<file path="config.mk">
export PLATFORM = sky130hd
export DESIGN_NAME = caw_watchdog
export DESIGN_NICKNAME = d
export VERILOG_FILES = /design/src/hdl/caw_pkg.sv /design/src/hdl/caw_pin_sync.sv /design/src/hdl/caw_watchdog.sv
export SDC_FILE = /design/constraint.sdc
export NUM_CORES = 1
export LEC_CHECK = 0
export ABC_AREA = 1
export BUFFER_PORTS_ARGS = -buffer_cell sky130_fd_sc_hd__buf_2
export CORE_ASPECT_RATIO = 0.8
export CORE_MARGIN = 3
export CORE_UTILIZATION = 54
export DETAILED_ROUTE_END_ITERATION = 6
export GPL_ROUTABILITY_DRIVEN = 0
export PLACE_DENSITY = 0.8
export SYNTH_ARGS = -nofsm -noshare
export SYNTH_HDL_FRONTEND = slang
export SYNTH_SLANG_ARGS = --single-unit
</file>
<file path="constraint.sdc">
create_clock -name sys_clk -period 1.7 [get_ports sys_clk]
set_input_delay 0.17 -clock sys_clk [delete_from_list [all_inputs] [get_ports sys_clk]]
set_output_delay 0.17 -clock sys_clk [all_outputs]
set_load 0.005 [all_outputs]
</file>
<file path="src/hdl/caw_pkg.sv">
// Operation
// - reset on low wrap while compare matches high
// - writing match flag one forces reset
// - compare high write restarts the timeout
// - timeout is 256*offset plus 256 minus low
// - timebase and idle locked while enabled
// - enable bit or lock bit enables watchdog
// - lock holds watchdog enabled until reset
// - unlocked, clearing enable disables watchdog
// - after reset enabled, divide by twelve, cleared
// - idle bit suspends counter during processor idle
// - enable bit resets to one, dedicates module
// - mode register at 0xD9, every page
// - three bit timebase select encoding
// - enabled blocks writes to other mode bits
// - bit zero gates overflow interrupt request
package caw_pkg;

    // ------------------------------------------------------------
    // register addresses
    // ------------------------------------------------------------
    localparam logic [7:0] ADDR_MODE      = 8'hD9;
    localparam logic [7:0] ADDR_CTRL      = 8'hD8;
    localparam logic [7:0] ADDR_CNT_LOW   = 8'hF9;
    localparam logic [7:0] ADDR_CNT_HIGH  = 8'hFA;
    localparam logic [7:0] ADDR_OFFSET    = 8'hEB;
    localparam logic [7:0] ADDR_CMP_HIGH  = 8'hEC;

    // ------------------------------------------------------------
    // field positions and reset values
    // ------------------------------------------------------------
    localparam int         MODE_IDLE_BIT  = 7;
    localparam int         MODE_ENBL_BIT  = 6;
    localparam int         MODE_LOCK_BIT  = 5;
    localparam int         MODE_TBS_LSB   = 1;
    localparam int         MODE_TBS_MSB   = 3;
    localparam int         MODE_IRQ_BIT   = 0;
    localparam int         CTRL_OV_BIT    = 7;
    localparam int         CTRL_MTCH_BIT  = 2;
    localparam logic       ENBL_RESET     = 1'b1;
    localparam logic [7:0] BYTE_ZERO      = 8'h00;
    localparam logic [7:0] BYTE_ONES      = 8'hFF;

    // ------------------------------------------------------------
    // timebase
    // ------------------------------------------------------------
    typedef enum logic [2:0] {
        TBS_DIV12 = 3'b000,
        TBS_DIV4  = 3'b001,
        TBS_T0OVF = 3'b010,
        TBS_PIN   = 3'b011,
        TBS_SYS   = 3'b100,
        TBS_EXT8  = 3'b101,
        TBS_LFO8  = 3'b110,
        TBS_RSVD  = 3'b111
    } caw_tbs_t;

    localparam logic [3:0] PRESCALE_LAST  = 4'hB;
    localparam logic [3:0] PRESCALE_ZERO  = 4'h0;
    localparam logic [3:0] PRESCALE_ONE   = 4'h1;
    localparam logic [1:0] DIV4_LAST      = 2'h3;
    localparam logic [2:0] DIV8_LAST      = 3'h7;
    localparam logic [2:0] DIV8_ONE       = 3'h1;
    localparam logic [7:0] BYTE_ONE       = 8'h01;
    localparam int         NUM_PINS       = 3;
    localparam int         PIN_CNT        = 0;
    localparam int         PIN_EXT        = 1;
    localparam int         PIN_LFO        = 2;

endpackage : caw_pkg

</file>
<file path="src/hdl/caw_pin_sync.sv">
`timescale 1ns/1ps
// three-stage synchroniser; the level moves only when stages two and three agree
module caw_pin_sync
    import caw_pkg::*;
(
    input  wire logic sys_clk,
    input  wire logic rstn,
    input  wire logic pinIn,
    output logic      level,
    output logic      fallPulse
);

    logic stage1;
    logic stage2;
    logic stage3;
    logic next_level;
    logic next_fallPulse;

    always_comb begin
        next_level     = level;
        next_fallPulse = 1'b0;
        if (stage2 == stage3) begin
            next_level     = stage3;
            next_fallPulse = level & ~stage3;
        end
    end

    always_ff @(posedge sys_clk or negedge rstn) begin
        if (!rstn) begin
            stage1    <= 1'b0;
            stage2    <= 1'b0;
            stage3    <= 1'b0;
            level     <= 1'b0;
            fallPulse <= 1'b0;
        end else begin
            stage1    <= pinIn;
            stage2    <= stage1;
            stage3    <= stage2;
            level     <= next_level;
            fallPulse <= next_fallPulse;
        end
    end

endmodule : caw_pin_sync

</file>
<file path="src/hdl/caw_watchdog.sv">
`timescale 1ns/1ps
module caw_watchdog
    import caw_pkg::*;
(
    input  wire logic       sys_clk,
    input  wire logic       rstn,
    input  wire logic [7:0] sfrAddr,
    input  wire logic [7:0] sfrWrData,
    input  wire logic       sfrWe,
    input  wire logic       sfrRe,
    output logic      [7:0] sfrRdData,
    input  wire logic       cpuIdle,
    input  wire logic       timer0Overflow,
    input  wire logic       externalCountInput,
    input  wire logic       extClkIn,
    input  wire logic       lfoClkIn,
    input  wire logic       resetSourceClear,
    output logic            watchdogResetReq,
    output logic            watchdogResetSource,
    output logic            overflowIrq
);

    // ------------------------------------------------------------
    // decoding
    // ------------------------------------------------------------
    // the mode register answers on every page: no page qualifier exists
    function automatic logic hit(input logic [7:0] addr, input logic [7:0] target);
        hit = (addr == target);
    endfunction : hit

    logic wrMode;
    logic wrCtrl;
    logic wrLow;
    logic wrHigh;
    logic wrOffset;
    logic wrCompare;

    assign wrMode    = sfrWe & hit(sfrAddr, ADDR_MODE);
    assign wrCtrl    = sfrWe & hit(sfrAddr, ADDR_CTRL);
    assign wrLow     = sfrWe & hit(sfrAddr, ADDR_CNT_LOW);
    assign wrHigh    = sfrWe & hit(sfrAddr, ADDR_CNT_HIGH);
    assign wrOffset  = sfrWe & hit(sfrAddr, ADDR_OFFSET);
    assign wrCompare = sfrWe & hit(sfrAddr, ADDR_CMP_HIGH);

    // ------------------------------------------------------------
    // pin inputs
    // ------------------------------------------------------------
    logic [NUM_PINS-1:0] pinRaw;
    logic [NUM_PINS-1:0] pinFall;

    assign pinRaw[PIN_CNT] = externalCountInput;
    assign pinRaw[PIN_EXT] = extClkIn;
    assign pinRaw[PIN_LFO] = lfoClkIn;

    genvar g;
    generate
        for (g = 0; g < NUM_PINS; g++) begin : gen_sync
            caw_pin_sync u_sync (
                .sys_clk   (sys_clk),
                .rstn      (rstn),
                .pinIn     (pinRaw[g]),
                .level     (),
                .fallPulse (pinFall[g])
            );
        end
    endgenerate

    // ------------------------------------------------------------
    // mode and control state
    // ------------------------------------------------------------
    logic       idleSuspend;
    logic       watchdogEnable;
    logic       watchdogLock;
    caw_tbs_t   timebaseSelect;
    logic       overflowIrqEnable;
    logic       counterOverflowFlag;
    logic       module2MatchFlag;
    logic [7:0] offsetValue;
    logic [7:0] compareHigh;

    logic       next_idleSuspend;
    logic       next_watchdogEnable;
    logic       next_watchdogLock;
    caw_tbs_t   next_timebaseSelect;
    logic       next_overflowIrqEnable;
    logic       next_counterOverflowFlag;
    logic       next_module2MatchFlag;
    logic [7:0] next_offsetValue;
    logic [7:0] next_compareHigh;

    logic       watchdogActive;
    logic       lowWrap;
    logic       highWrap;
    logic [7:0] countLow;
    logic [7:0] countHigh;

    assign watchdogActive = watchdogEnable | watchdogLock;

    always_comb begin
        next_idleSuspend         = idleSuspend;
        next_watchdogEnable      = watchdogEnable;
        next_watchdogLock        = watchdogLock;
        next_timebaseSelect      = timebaseSelect;
        next_overflowIrqEnable   = overflowIrqEnable;
        next_counterOverflowFlag = counterOverflowFlag;
        next_module2MatchFlag    = module2MatchFlag;
        next_offsetValue         = offsetValue;
        next_compareHigh         = compareHigh;

        if (wrMode) begin
            if (watchdogEnable) begin
                // while enabled only the enable bit itself may move, and only when unlocked
                if (!watchdogLock && !sfrWrData[MODE_ENBL_BIT]) begin
                    next_watchdogEnable = 1'b0;
                end
            end else begin
                // other fields accepted only while disabled
                next_idleSuspend       = sfrWrData[MODE_IDLE_BIT];
                next_timebaseSelect    = caw_tbs_t'(sfrWrData[MODE_TBS_MSB:MODE_TBS_LSB]);
                next_overflowIrqEnable = sfrWrData[MODE_IRQ_BIT];
                next_watchdogLock      = sfrWrData[MODE_LOCK_BIT];
                next_watchdogEnable    = sfrWrData[MODE_ENBL_BIT] | sfrWrData[MODE_LOCK_BIT];
            end
        end

        if (wrCtrl) begin
            // software may only clear the overflow flag; module flag written as given
            if (!sfrWrData[CTRL_OV_BIT]) begin
                next_counterOverflowFlag = 1'b0;
            end
            next_module2MatchFlag = sfrWrData[CTRL_MTCH_BIT];
        end
        // set wins over a same-cycle clear
        if (highWrap) begin
            next_counterOverflowFlag = 1'b1;
        end

        if (wrOffset) begin
            next_offsetValue = sfrWrData;
        end

        if (wrCompare) begin
            if (watchdogActive) begin
                // restart: next match lands offset high-byte steps past the current one
                next_compareHigh = countHigh + offsetValue;
            end else begin
                next_compareHigh = sfrWrData;
            end
        end
    end

    always_ff @(posedge sys_clk or negedge rstn) begin
        if (!rstn) begin
            idleSuspend         <= 1'b0;
            watchdogEnable      <= ENBL_RESET;
            watchdogLock        <= 1'b0;
            timebaseSelect      <= TBS_DIV12;
            overflowIrqEnable   <= 1'b0;
            counterOverflowFlag <= 1'b0;
            module2MatchFlag    <= 1'b0;
            offsetValue         <= BYTE_ZERO;
            compareHigh         <= BYTE_ZERO;
        end else begin
            idleSuspend         <= next_idleSuspend;
            watchdogEnable      <= next_watchdogEnable;
            watchdogLock        <= next_watchdogLock;
            timebaseSelect      <= next_timebaseSelect;
            overflowIrqEnable   <= next_overflowIrqEnable;
            counterOverflowFlag <= next_counterOverflowFlag;
            module2MatchFlag    <= next_module2MatchFlag;
            offsetValue         <= next_offsetValue;
            compareHigh         <= next_compareHigh;
        end
    end

    // ------------------------------------------------------------
    // timebase
    // ------------------------------------------------------------
    logic [3:0] prescale;
    logic [2:0] extDiv;
    logic [2:0] lfoDiv;
    logic [3:0] next_prescale;
    logic [2:0] next_extDiv;
    logic [2:0] next_lfoDiv;
    logic       baseTick;
    logic       pcaTick;

    always_comb begin
        next_prescale = (prescale == PRESCALE_LAST) ? PRESCALE_ZERO : prescale + PRESCALE_ONE;
        next_extDiv   = pinFall[PIN_EXT] ? extDiv + DIV8_ONE : extDiv;
        next_lfoDiv   = pinFall[PIN_LFO] ? lfoDiv + DIV8_ONE : lfoDiv;
        case (timebaseSelect)
            TBS_DIV12: baseTick = (prescale == PRESCALE_LAST);
            TBS_DIV4:  baseTick = (prescale[1:0] == DIV4_LAST);
            TBS_T0OVF: baseTick = timer0Overflow;
            TBS_PIN:   baseTick = pinFall[PIN_CNT];
            TBS_SYS:   baseTick = 1'b1;
            TBS_EXT8:  baseTick = pinFall[PIN_EXT] && (extDiv == DIV8_LAST);
            TBS_LFO8:  baseTick = pinFall[PIN_LFO] && (lfoDiv == DIV8_LAST);
            default:   baseTick = 1'b0;
        endcase
        pcaTick = baseTick & ~(idleSuspend & cpuIdle);
    end

    always_ff @(posedge sys_clk or negedge rstn) begin
        if (!rstn) begin
            prescale <= PRESCALE_ZERO;
            extDiv   <= '0;
            lfoDiv   <= '0;
        end else begin
            prescale <= next_prescale;
            extDiv   <= next_extDiv;
            lfoDiv   <= next_lfoDiv;
        end
    end

    // ------------------------------------------------------------
    // counter
    // ------------------------------------------------------------
    logic [7:0] next_countLow;
    logic [7:0] next_countHigh;

    assign lowWrap  = pcaTick && (countLow == BYTE_ONES);
    assign highWrap = lowWrap && (countHigh == BYTE_ONES);

    always_comb begin
        next_countLow  = countLow;
        next_countHigh = countHigh;
        if (pcaTick) begin
            next_countLow = countLow + BYTE_ONE;
        end
        if (lowWrap) begin
            next_countHigh = countHigh + BYTE_ONE;
        end
        // direct loads would let software dodge the timeout, so only while disabled
        if (!watchdogActive && wrLow) begin
            next_countLow = sfrWrData;
        end
        if (!watchdogActive && wrHigh) begin
            next_countHigh = sfrWrData;
        end
    end

    always_ff @(posedge sys_clk or negedge rstn) begin
        if (!rstn) begin
            countLow  <= BYTE_ZERO;
            countHigh <= BYTE_ZERO;
        end else begin
            countLow  <= next_countLow;
            countHigh <= next_countHigh;
        end
    end

    // ------------------------------------------------------------
    // reset request and outputs
    // ------------------------------------------------------------
    logic       fire;
    logic       next_watchdogResetSource;
    logic       next_overflowIrq;
    logic [7:0] next_sfrRdData;

    always_comb begin
        fire = watchdogActive && ((lowWrap && compareHigh == countHigh)
               || (wrCtrl && sfrWrData[CTRL_MTCH_BIT]));
        next_watchdogResetSource = watchdogResetSource;
        if (resetSourceClear) begin
            next_watchdogResetSource = 1'b0;
        end
        if (fire) begin
            next_watchdogResetSource = 1'b1;
        end
        next_overflowIrq = counterOverflowFlag & overflowIrqEnable;
        next_sfrRdData   = BYTE_ZERO;
        if (sfrRe) begin
            case (1'b1)
                hit(sfrAddr, ADDR_MODE): begin
                    next_sfrRdData[MODE_IDLE_BIT]              = idleSuspend;
                    next_sfrRdData[MODE_ENBL_BIT]              = watchdogEnable;
                    next_sfrRdData[MODE_LOCK_BIT]              = watchdogLock;
                    next_sfrRdData[MODE_TBS_MSB:MODE_TBS_LSB]  = timebaseSelect;
                    next_sfrRdData[MODE_IRQ_BIT]               = overflowIrqEnable;
                end
                hit(sfrAddr, ADDR_CTRL): begin
                    next_sfrRdData[CTRL_OV_BIT]   = counterOverflowFlag;
                    next_sfrRdData[CTRL_MTCH_BIT] = module2MatchFlag;
                end
                hit(sfrAddr, ADDR_CNT_LOW):  next_sfrRdData = countLow;
                hit(sfrAddr, ADDR_CNT_HIGH): next_sfrRdData = countHigh;
                hit(sfrAddr, ADDR_OFFSET):   next_sfrRdData = offsetValue;
                hit(sfrAddr, ADDR_CMP_HIGH): next_sfrRdData = compareHigh;
                default:                     next_sfrRdData = BYTE_ZERO;
            endcase
        end
    end

    always_ff @(posedge sys_clk or negedge rstn) begin
        if (!rstn) begin
            watchdogResetReq    <= 1'b0;
            watchdogResetSource <= 1'b0;
            overflowIrq         <= 1'b0;
            sfrRdData           <= BYTE_ZERO;
        end else begin
            watchdogResetReq    <= fire;
            watchdogResetSource <= next_watchdogResetSource;
            overflowIrq         <= next_overflowIrq;
            sfrRdData           <= next_sfrRdData;
        end
    end

endmodule : caw_watchdog

</file>
Word level (Yosys, flattened, before mapping)
Index checks and enable logic that the tools add are counted.
{ "totals": {"ff_bits": 77, "in_bits": 26, "word_cells": 156, "out_inout_bits": 11} }
{ "op_classes": {"eq_ne": 23, "bitwise_logic": 19, "reduce_logical": 21, "n_mux": 54, "addsub": 6} }
{ "op_table": {"columns": ["cell", "n"], "rows": [
  ["== test 8 bit, second input constant", 8],
  ["two-way mux 8 bit", 6],
  ["two-way mux 1 bit", 34],
  ["two-way mux 2 bit", 12],
  ["adder 8 x 1 -> 8 bit, second input constant", 2],
  ["== test 3 bit, second input constant", 5],
  ["bitwise AND 1 bit", 12],
  ["logical AND 1 bit", 10],
  ["adder 8 bit", 1],
  ["== test 8 bit", 1],
  ["nonzero test 2 bit", 4],
  ["case mux 1 bit (7 select lines)", 1],
  ["adder 3 x 1 -> 3 bit, second input constant", 2],
  ["== test 3 x 2 -> 1 bit, second input constant", 2],
  ["NOT 1 bit", 5],
  ["adder 4 x 1 -> 4 bit, second input constant", 1],
  ["== test 4 bit, second input constant", 1],
  ["two-way mux 4 bit", 1],
  ["AND reduction 2 bit", 2],
  ["== test 1 bit", 3],
  ["== test 3 x 1 -> 1 bit, second input constant", 1],
  ["zero test 1 bit", 3],
  ["zero test 3 bit", 1],
  ["== test 2 bit, second input constant", 1],
  ["3 further kinds", 4]
]} }

Depth between registers and ports, before layout
Gate-level depths: netlist of run 1.
{ "depth": {"ltp_word": 9, "ltp_mapped": 13} }

Hierarchy
Synthesis of run 1 repeated with hierarchy kept, for this count alone.
{ "hier_totals": {"cells_unflattened": 557, "hier_area_um2": 4443.0} }
{ "modules_own_cells": {"columns": ["module", "cells_per_inst", "instances", "area_per_inst_um2"], "rows": [
  ["caw_watchdog", 527, 1, 4003.8],
  ["caw_pin_sync", 10, 3, 146.4]
]} }

Least setup slack after synthesis of run 1
Ideal clock, no wire load.
{ "synth_timing": {"kind": "reg2reg", "start": "register countHigh[0]", "end": "register compareHigh[4]", "setup_slack_ns": 0.027, "arrival_time_ns": 1.591, "stages_incl_launch_ff": 10, "period_less_slack_ns": 1.673, "setup_ns": 0.083, "cell_sequence": "dfrtp_1 -> ha_1 -> inv_1 -> fa_1 -> inv_1 -> a31oi_1 -> or2_2 -> nand3_1 -> nand2_1 -> o21ai_0"} }
{ "synth_via": {"elab_chain_cells": 2} }
{ "synth_lines": {"columns": ["element", "line_no", "source"], "rows": [
  ["from (decl)", "caw_watchdog.sv:95", "logic [7:0] countHigh;"],
  ["from (signal assigned)", "caw_watchdog.sv:250", "countHigh <= next_countHigh;"],
  ["adder 8 bit", "caw_watchdog.sv:145", "next_compareHigh = countHigh + offsetValue;"],
  ["two-way mux 8 bit", "caw_watchdog.sv:143", "if (watchdogActive) begin"],
  ["to (signal assigned)", "caw_watchdog.sv:172", "compareHigh <= next_compareHigh;"],
  ["to (decl)", "caw_watchdog.sv:79", "logic [7:0] compareHigh;"]
]} }
No other way between the ends.
A chain may end at the register's enable or synchronous reset.

Worst setup path after layout of run 1
{ "layout_timing": {"start": "register extDiv[0]", "end": "register countHigh[4]"} }
{ "layout_via": {"elab_chain_cells": 6} }
{ "layout_lines": {"columns": ["element", "line_no", "source"], "rows": [
  ["from (decl)", "caw_watchdog.sv:180", "logic [2:0] extDiv;"],
  ["from (signal assigned)", "caw_watchdog.sv:212", "extDiv <= next_extDiv;"],
  ["== test 3 bit", "caw_watchdog.sv:198", "TBS_EXT8: baseTick = pinFall[PIN_EXT] && (extDiv == DIV8_LAST);"],
  ["logical AND 1 bit", "caw_watchdog.sv:198", null],
  ["case mux 1 bit (7 select lines)", "caw_watchdog.sv:192", "case (timebaseSelect)"],
  ["bitwise AND 1 bit", "caw_watchdog.sv:202", "pcaTick = baseTick & ~(idleSuspend & cpuIdle);"],
  ["logical AND 1 bit", "caw_watchdog.sv:223", "assign lowWrap = pcaTick && (countLow == BYTE_ONES);"],
  ["nonzero test 2 bit (no source line)", null, null]
]} }
No other way between the ends.

==> metrics, run 1 <==
outcome completed; Post-Route Skew 0.01061 ns; CTS sink count 77; CP max stage delay 0.36 ns; minimum clock period 1.685 ns; CP endpoint kind flop; global-route wire length before repair 18370 microns; nets 642; routed vias/inst 5.507; H-tree level count 3; DRT Wirelength 11590 microns; Max Slew Vio Count 0; Area growth syn-to-layout 18.99%; synthesized flop and latch total 77; Reg2Reg Setup Slack 0.02 ns; vias in the first global route 3671; 1st-pass router iterations 5; Final Setup Violations 0; synthesized area 0.004479 sq mm; GR Util All Layers 25.82%; clock latency on the worst-skew pair 0.37 ns; CTS buffer count 9; fin area 0.005330 sq mm; commonest non-fill, non-tap cell in the layout nand2_1; residual DRC count 0; Top Ports 37; Max Clk Rate 593.5 MHz; final hold slack 0.02998 ns; CP delay by family, top simple AND/OR/NAND/NOR gates; grt ovf 0; Die Y-Extent 87.46 microns; Fin Setup TNS 0 ns; Cell Area, Placed 0.004830 sq mm; Buf/Inv on CP 0; Die ar. 0.009430 sq mm; Slew @ Worst Pin 0.5328 ns; DR iter-0 viols 401; post-route ant nets 0; CP max stage cell dfrtp_1; Die W 107.8 microns; crit path max fanout 7; Synth top area share 42.46%; largest net degree at the start of global routing 37; RSZ-0062 raised after global routing true; Core Rows 29; CP Data Arrival Time 1.98 ns; total power 4.993 mW; CP Launch Point extDiv[0]; commonest cells after routing, fill and taps aside nand2_1, dfrtp_1, inv_1; worst hold start resetSourceClear; filler cell count 631; DP Wirelength 8418 microns; WL/cell 16.23 microns; PortBufs 36; Critical Setup Path Class reg2reg; Core Area 0.007983 sq mm; Hold Vio Cnt, Final 0; register area share after synthesis 43.04%; Synth Warn # 0; Main synth FF type dfrtp_1; Critical Path Source Type flop; Max Root-Sink Buffers 2; initial antenna violation count 0; Pleak 2.675 nW; syn avg cell area 8.326 sq um; antenna fix cells 0; Syn Inst Count 538; Synth area leader dfrtp_1; Rel. slew slack 64.40%; count of cell types in the netlist 44; maximum VDD drop 578.7 uV; Syn Nets 579; Clock Pin Slew Worst Setup and Hold Paths 0.09 ns; Power Dens Cells 936.7 mW/mm^2; Final period util 99.11%; Root Driver clkbuf_8; Required @ worst endpoint 2.00 ns; worst slack, placed -0.01993 ns; CTS tree yes; Max-Cap Viols 0; worst hold path type in2reg; cell mode on critical path nand2_1; Area contributors post-synth dfrtp_1, nand2_1, inv_1; crit-path cells ha_2 > ha_4 > nand2_2 > nand2_1 > nand2_1 > nand3_2 > nand2_2 > nor2_4 > nand2_4 > nand2_8 > nand2_1 > o21ai_1; share of synthesized flip-flops with an asynchronous set or reset 100.0%; worst setup margin 0.01513 ns; Post-synth EDFFs 0; Initial Utilization 56.11%; fraction of layout cells with a size suffix above 1 28.38%; routed vias 3932; reg-to-reg critical path startpoint extDiv[0]
## logic make-up (layout without fill, tap and decap cells)
group,after synthesis,in the layout,synth area share [%]
AND/OR/NAND/NOR,252,253,27.49
AO/OA/AOI/OAI,93,93,12.68
buffers and inverters,78,145,7.626
flip-flops,77,77,43.04
adder cells (fa/ha/maj),18,18,5.028
XOR/XNOR,16,16,3.129
multiplexers,4,4,1.006
## final timing paths
check,endpoint,depth (start not counted)
setup reg to reg,countHigh[4],12
min in group asynchronous,timebaseSelect[2],2
hold reg to reg,gen_sync[0].u_sync.stage2,0
max in group asynchronous,watchdogEnable,3
setup / recovery,countHigh[4],12
hold / removal,watchdogResetSource,4
## cell usage after synthesis, types with 4 or more instances
master    count
nand4_1       6
o21ai_1      12
inv_2        10
a21oi_1      19
o21ai_2      18
nand2_2       9
mux2_2        4
nand3_1      34
ha_1         14
dfrtp_1      76
xor2_1       15
o211ai_1      5
nand2_4       5
inv_1        57
nor2_4        9
o21ai_0      30
buf_6         4
nor2_1       20
nand2_1     149
## power breakdown
group	switching, mW	internal [mW]	total, mW
clock network	0.707	0.978	1.69
registers	0.184	2.03	2.22
logic	0.609	0.482	1.09
## per-layer routing
metal	routed length [microns]	GRT usage, %	part of all wire (%)	vias to the layer above
li1	-	-	-	1866
met1	4954	36.62	43	1859
met2	5290	39.50	46	184
met3	1090	5.115	9.4	23
met4	250	9.289	2.2	0
met5	0	0	0	-
## cell type report
| class | instances | area, sq um | area share, % |
|---|---|---|---|
| multi-input cells | 384 | 2365 | 44.37 |
| flip-flops and latches | 77 | 1928 | 36.17 |
| repair buffers | 60 | 392.9 | 7.371 |
| inverters | 69 | 264.0 | 4.953 |
| well taps | 108 | 135.1 | 2.535 |
| clock buffers | 9 | 123.9 | 2.324 |
| clock inverters | 7 | 121.4 | 2.277 |
## sequential cells by signal (all words and copies together), names as in the netlist, 3 cells and up
signal	cells
prescale	4
gen_sync.u_sync.stage1	3
gen_sync.u_sync.stage3	3
extDiv	3
timebaseSelect	3
lfoDiv	3
offsetValue	8
countLow	8
compareHigh	8
gen_sync.u_sync.stage2	3
gen_sync.u_sync.level	3
gen_sync.u_sync.fallPulse	3
sfrRdData	8
countHigh	8
## worst min-delay path, cell delays in order
cell and delay, ns:
buf_2 0.08, inv_1 0.03, nand2_1 0.05, nand2_1 0.05
## stage by stage
step / util (%) / instances
6_report: 66.77 / 714
5_1_grt: 66.77 / 714
4_1_cts: 64.33 / 707
3_5_place_dp: 60.50 / 686
3_3_place_gp: 60.50 / 686
2_1_floorplan: - / 538
## repair_timing
action                     in CTS  in global routing
setup buffers                   1                  6
pin swaps                       0                  7
gates resized for setup         1                 37
hold endpoints to repair       36                  0
hold buffers                    4                  0
setup endpoints to repair       4                 23
cloned                          0                  1
Note: power is estimated with default switching activity, not from simulation.
==> inputs of run 2 (changes only) <==
==> constraint.sdc (replaced) <==
create_clock -name sys_clk -period 1.7 [get_ports sys_clk]
set_input_delay 0.255 -clock sys_clk [delete_from_list [all_inputs] [get_ports sys_clk]]
set_output_delay 0.255 -clock sys_clk [all_outputs]
set_load 0.005 [all_outputs]
==> run 2 against run 1 <==
Against the previous run:
- the flow now finishes with violations (negative setup slack)
- clock power is 5% lower
- combinational power is 7% higher
- clock skew is 0.0010 ns lower
- clock-buffer cell count is 2 higher
- non-clock buffer count is 8 higher
- first-iteration DRC count is 18% lower
- worst setup slack worse by 0.016 ns
- global-route usage is 0.29 points higher
- sequential share of layout area is 0.37 points lower
- sequential power hardly changed
- critical path type unchanged
- largest power group unchanged
==> metrics, run 2 (synthesis results as in run 1) <==
1st-pass router iterations 5; reg-to-reg critical path startpoint extDiv[0]; DRT Wirelength 11620 microns; CP Data Arrival Time 2.01 ns; Critical Setup Path Class reg2reg; Register Area 0.001928 sq mm; minimum clock period 1.701 ns; post-route ant nets 0; Pleak 2.746 nW; Hold Vio Cnt, Final 0; Max Clk Rate 588.0 MHz; fin area 0.005385 sq mm; Die ar. 0.009430 sq mm; Power Dens Cells 925.2 mW/mm^2; grt ovf 0; Post-Layout Cell Count 722; nets 650; initial antenna violation count 0; Placed Cells 688; vias in the first global route 3792; Hold Path Sink watchdogResetSource; fraction of layout cells with a size suffix above 1 29.80%; Die W 107.8 microns; Top Ports 37; antenna fix cells 0; Final period util 100.0%; filler cell count 664; outcome finished, violations left; global-route wire length before repair 18630 microns; crit path max fanout 6; Initial Utilization 56.11%; Max Slew Vio Count 0; clock latency on the worst-skew pair 0.37 ns; Core Rows 29; commonest cells after routing, fill and taps aside nand2_1, dfrtp_1, inv_1; CP endpoint kind flop; Post-Route Skew 0.009562 ns; Area growth syn-to-layout 20.22%; area occupied by multi-input gates 0.002376 sq mm; Slew @ Worst Pin 0.5314 ns; Rel. slew slack 64.49%; CTS sink count 77; CTS tree yes; CP Launch Point extDiv[0]; WL/cell 16.09 microns; Max-Cap Viols 0; residual DRC count 0; Reg2Reg Setup Slack -0.0007 ns; Root Driver clkbuf_8; H-tree level count 3; total power 4.982 mW; maximum VDD drop 644.0 uV; Die Y-Extent 87.46 microns; Max Root-Sink Buffers 2; largest net degree at the start of global routing 38; worst hold path type in2reg; Final Setup Violations 1; Core Area 0.007983 sq mm; commonest non-fill, non-tap cell in the layout nand2_1; DP Wirelength 8493 microns; Clock Pin Slew Worst Setup and Hold Paths 0.08 ns; DR iter-0 viols 330; Required @ worst endpoint 2.01 ns; PortBufs 36; failing checks negative setup slack; worst hold start resetSourceClear; GR Util All Layers 26.10%; routed vias 4029; worst reg2reg endpoint countHigh[5]; worst setup margin -0.0006528 ns; Cell Area, Placed 0.004845 sq mm; worst hold stages 4; Critical Path Source Type flop; RSZ-0062 raised after global routing true; CTS buffer count 9; routed vias/inst 5.580; R2R cell count 12
[run 2: cell count changes in the layout (fill, tap and decap cells not counted), sizes merged]
| cell | previous run | this run |
|---|---|---|
| buf | 56 | 64 |
| bufinv | 3 | 2 |
| clkbuf | 9 | 11 |
| clkinv | 0 | 1 |
| clkinvlp | 3 | 1 |
[run 2: critical path: stages (launching register included)]
cell and delay [ns]:
dfrtp_1 0.37, ha_2 0.20, ha_4 0.12, nand2_2 0.04, nand2_2 0.06, nand2_2 0.05, nand3_2 0.07, nand2_2 0.08
nor2_4 0.21, nand2_4 0.13, nand2_4 0.14, nand2_1 0.07, nand2_1 0.08
[run 2: power breakdown]
part	switching (mW)	total [mW]	internal, mW
registers	0.183	2.22	2.03
clock network	0.687	1.60	0.909
logic	0.626	1.17	0.543
total	1.50	4.98	3.49
[run 2: timing repair]
item | CTS | global route
pin swaps | 5 | 23
hold buffers | 4 | 0
gates resized for setup | 7 | 32
endpoints found under the hold margin | 37 | 0
cloned | 0 | 1
endpoints found under the setup margin | 12 | 23
setup buffers | 3 | 10
[run 2: final cells by class]
type	instances	share of cell area [%]
Multi-Input combinational cell	384	44.12
Sequential cell	77	35.80
Timing Repair Buffer	68	8.341
Inverter	69	4.902
Clock buffer	11	2.811
Tap cell	108	2.509
Clock inverter	5	1.510
[run 2: routing by layer]
layer	wire (microns)	track usage, %
met1	4921	35.20
met2	5227	39.45
met3	1151	8.302
met4	315	9.977
met5	0	0
[run 2: how the worst max path moves through the flow]
| stage | to |
|---|---|
| after CTS | countLow[6] |
| after global placement | compareHigh[4] |
| after global routing | countLow[1] |
| after detailed placement | compareHigh[4] |
| final | countHigh[5] |
| after floorplan | compareHigh[4] |
[run 2: per-stage QoR]
stage / util, % / hold WS (ns) / setup WS (ns) / TNS (ns)
2_1_floorplan: - / -0.04059 / 0.02672 / 0
3_3_place_gp: 60.69 / 0.2423 / 0.06121 / 0
3_5_place_dp: 60.69 / 0.2466 / -0.02145 / -0.02145
4_1_cts: 64.86 / 0.1008 / 0.004786 / 0
5_1_grt: 67.46 / 0.1201 / -0.09210 / -1.032
6_report: 67.46 / 0.1062 / -0.0006528 / -0.0006528
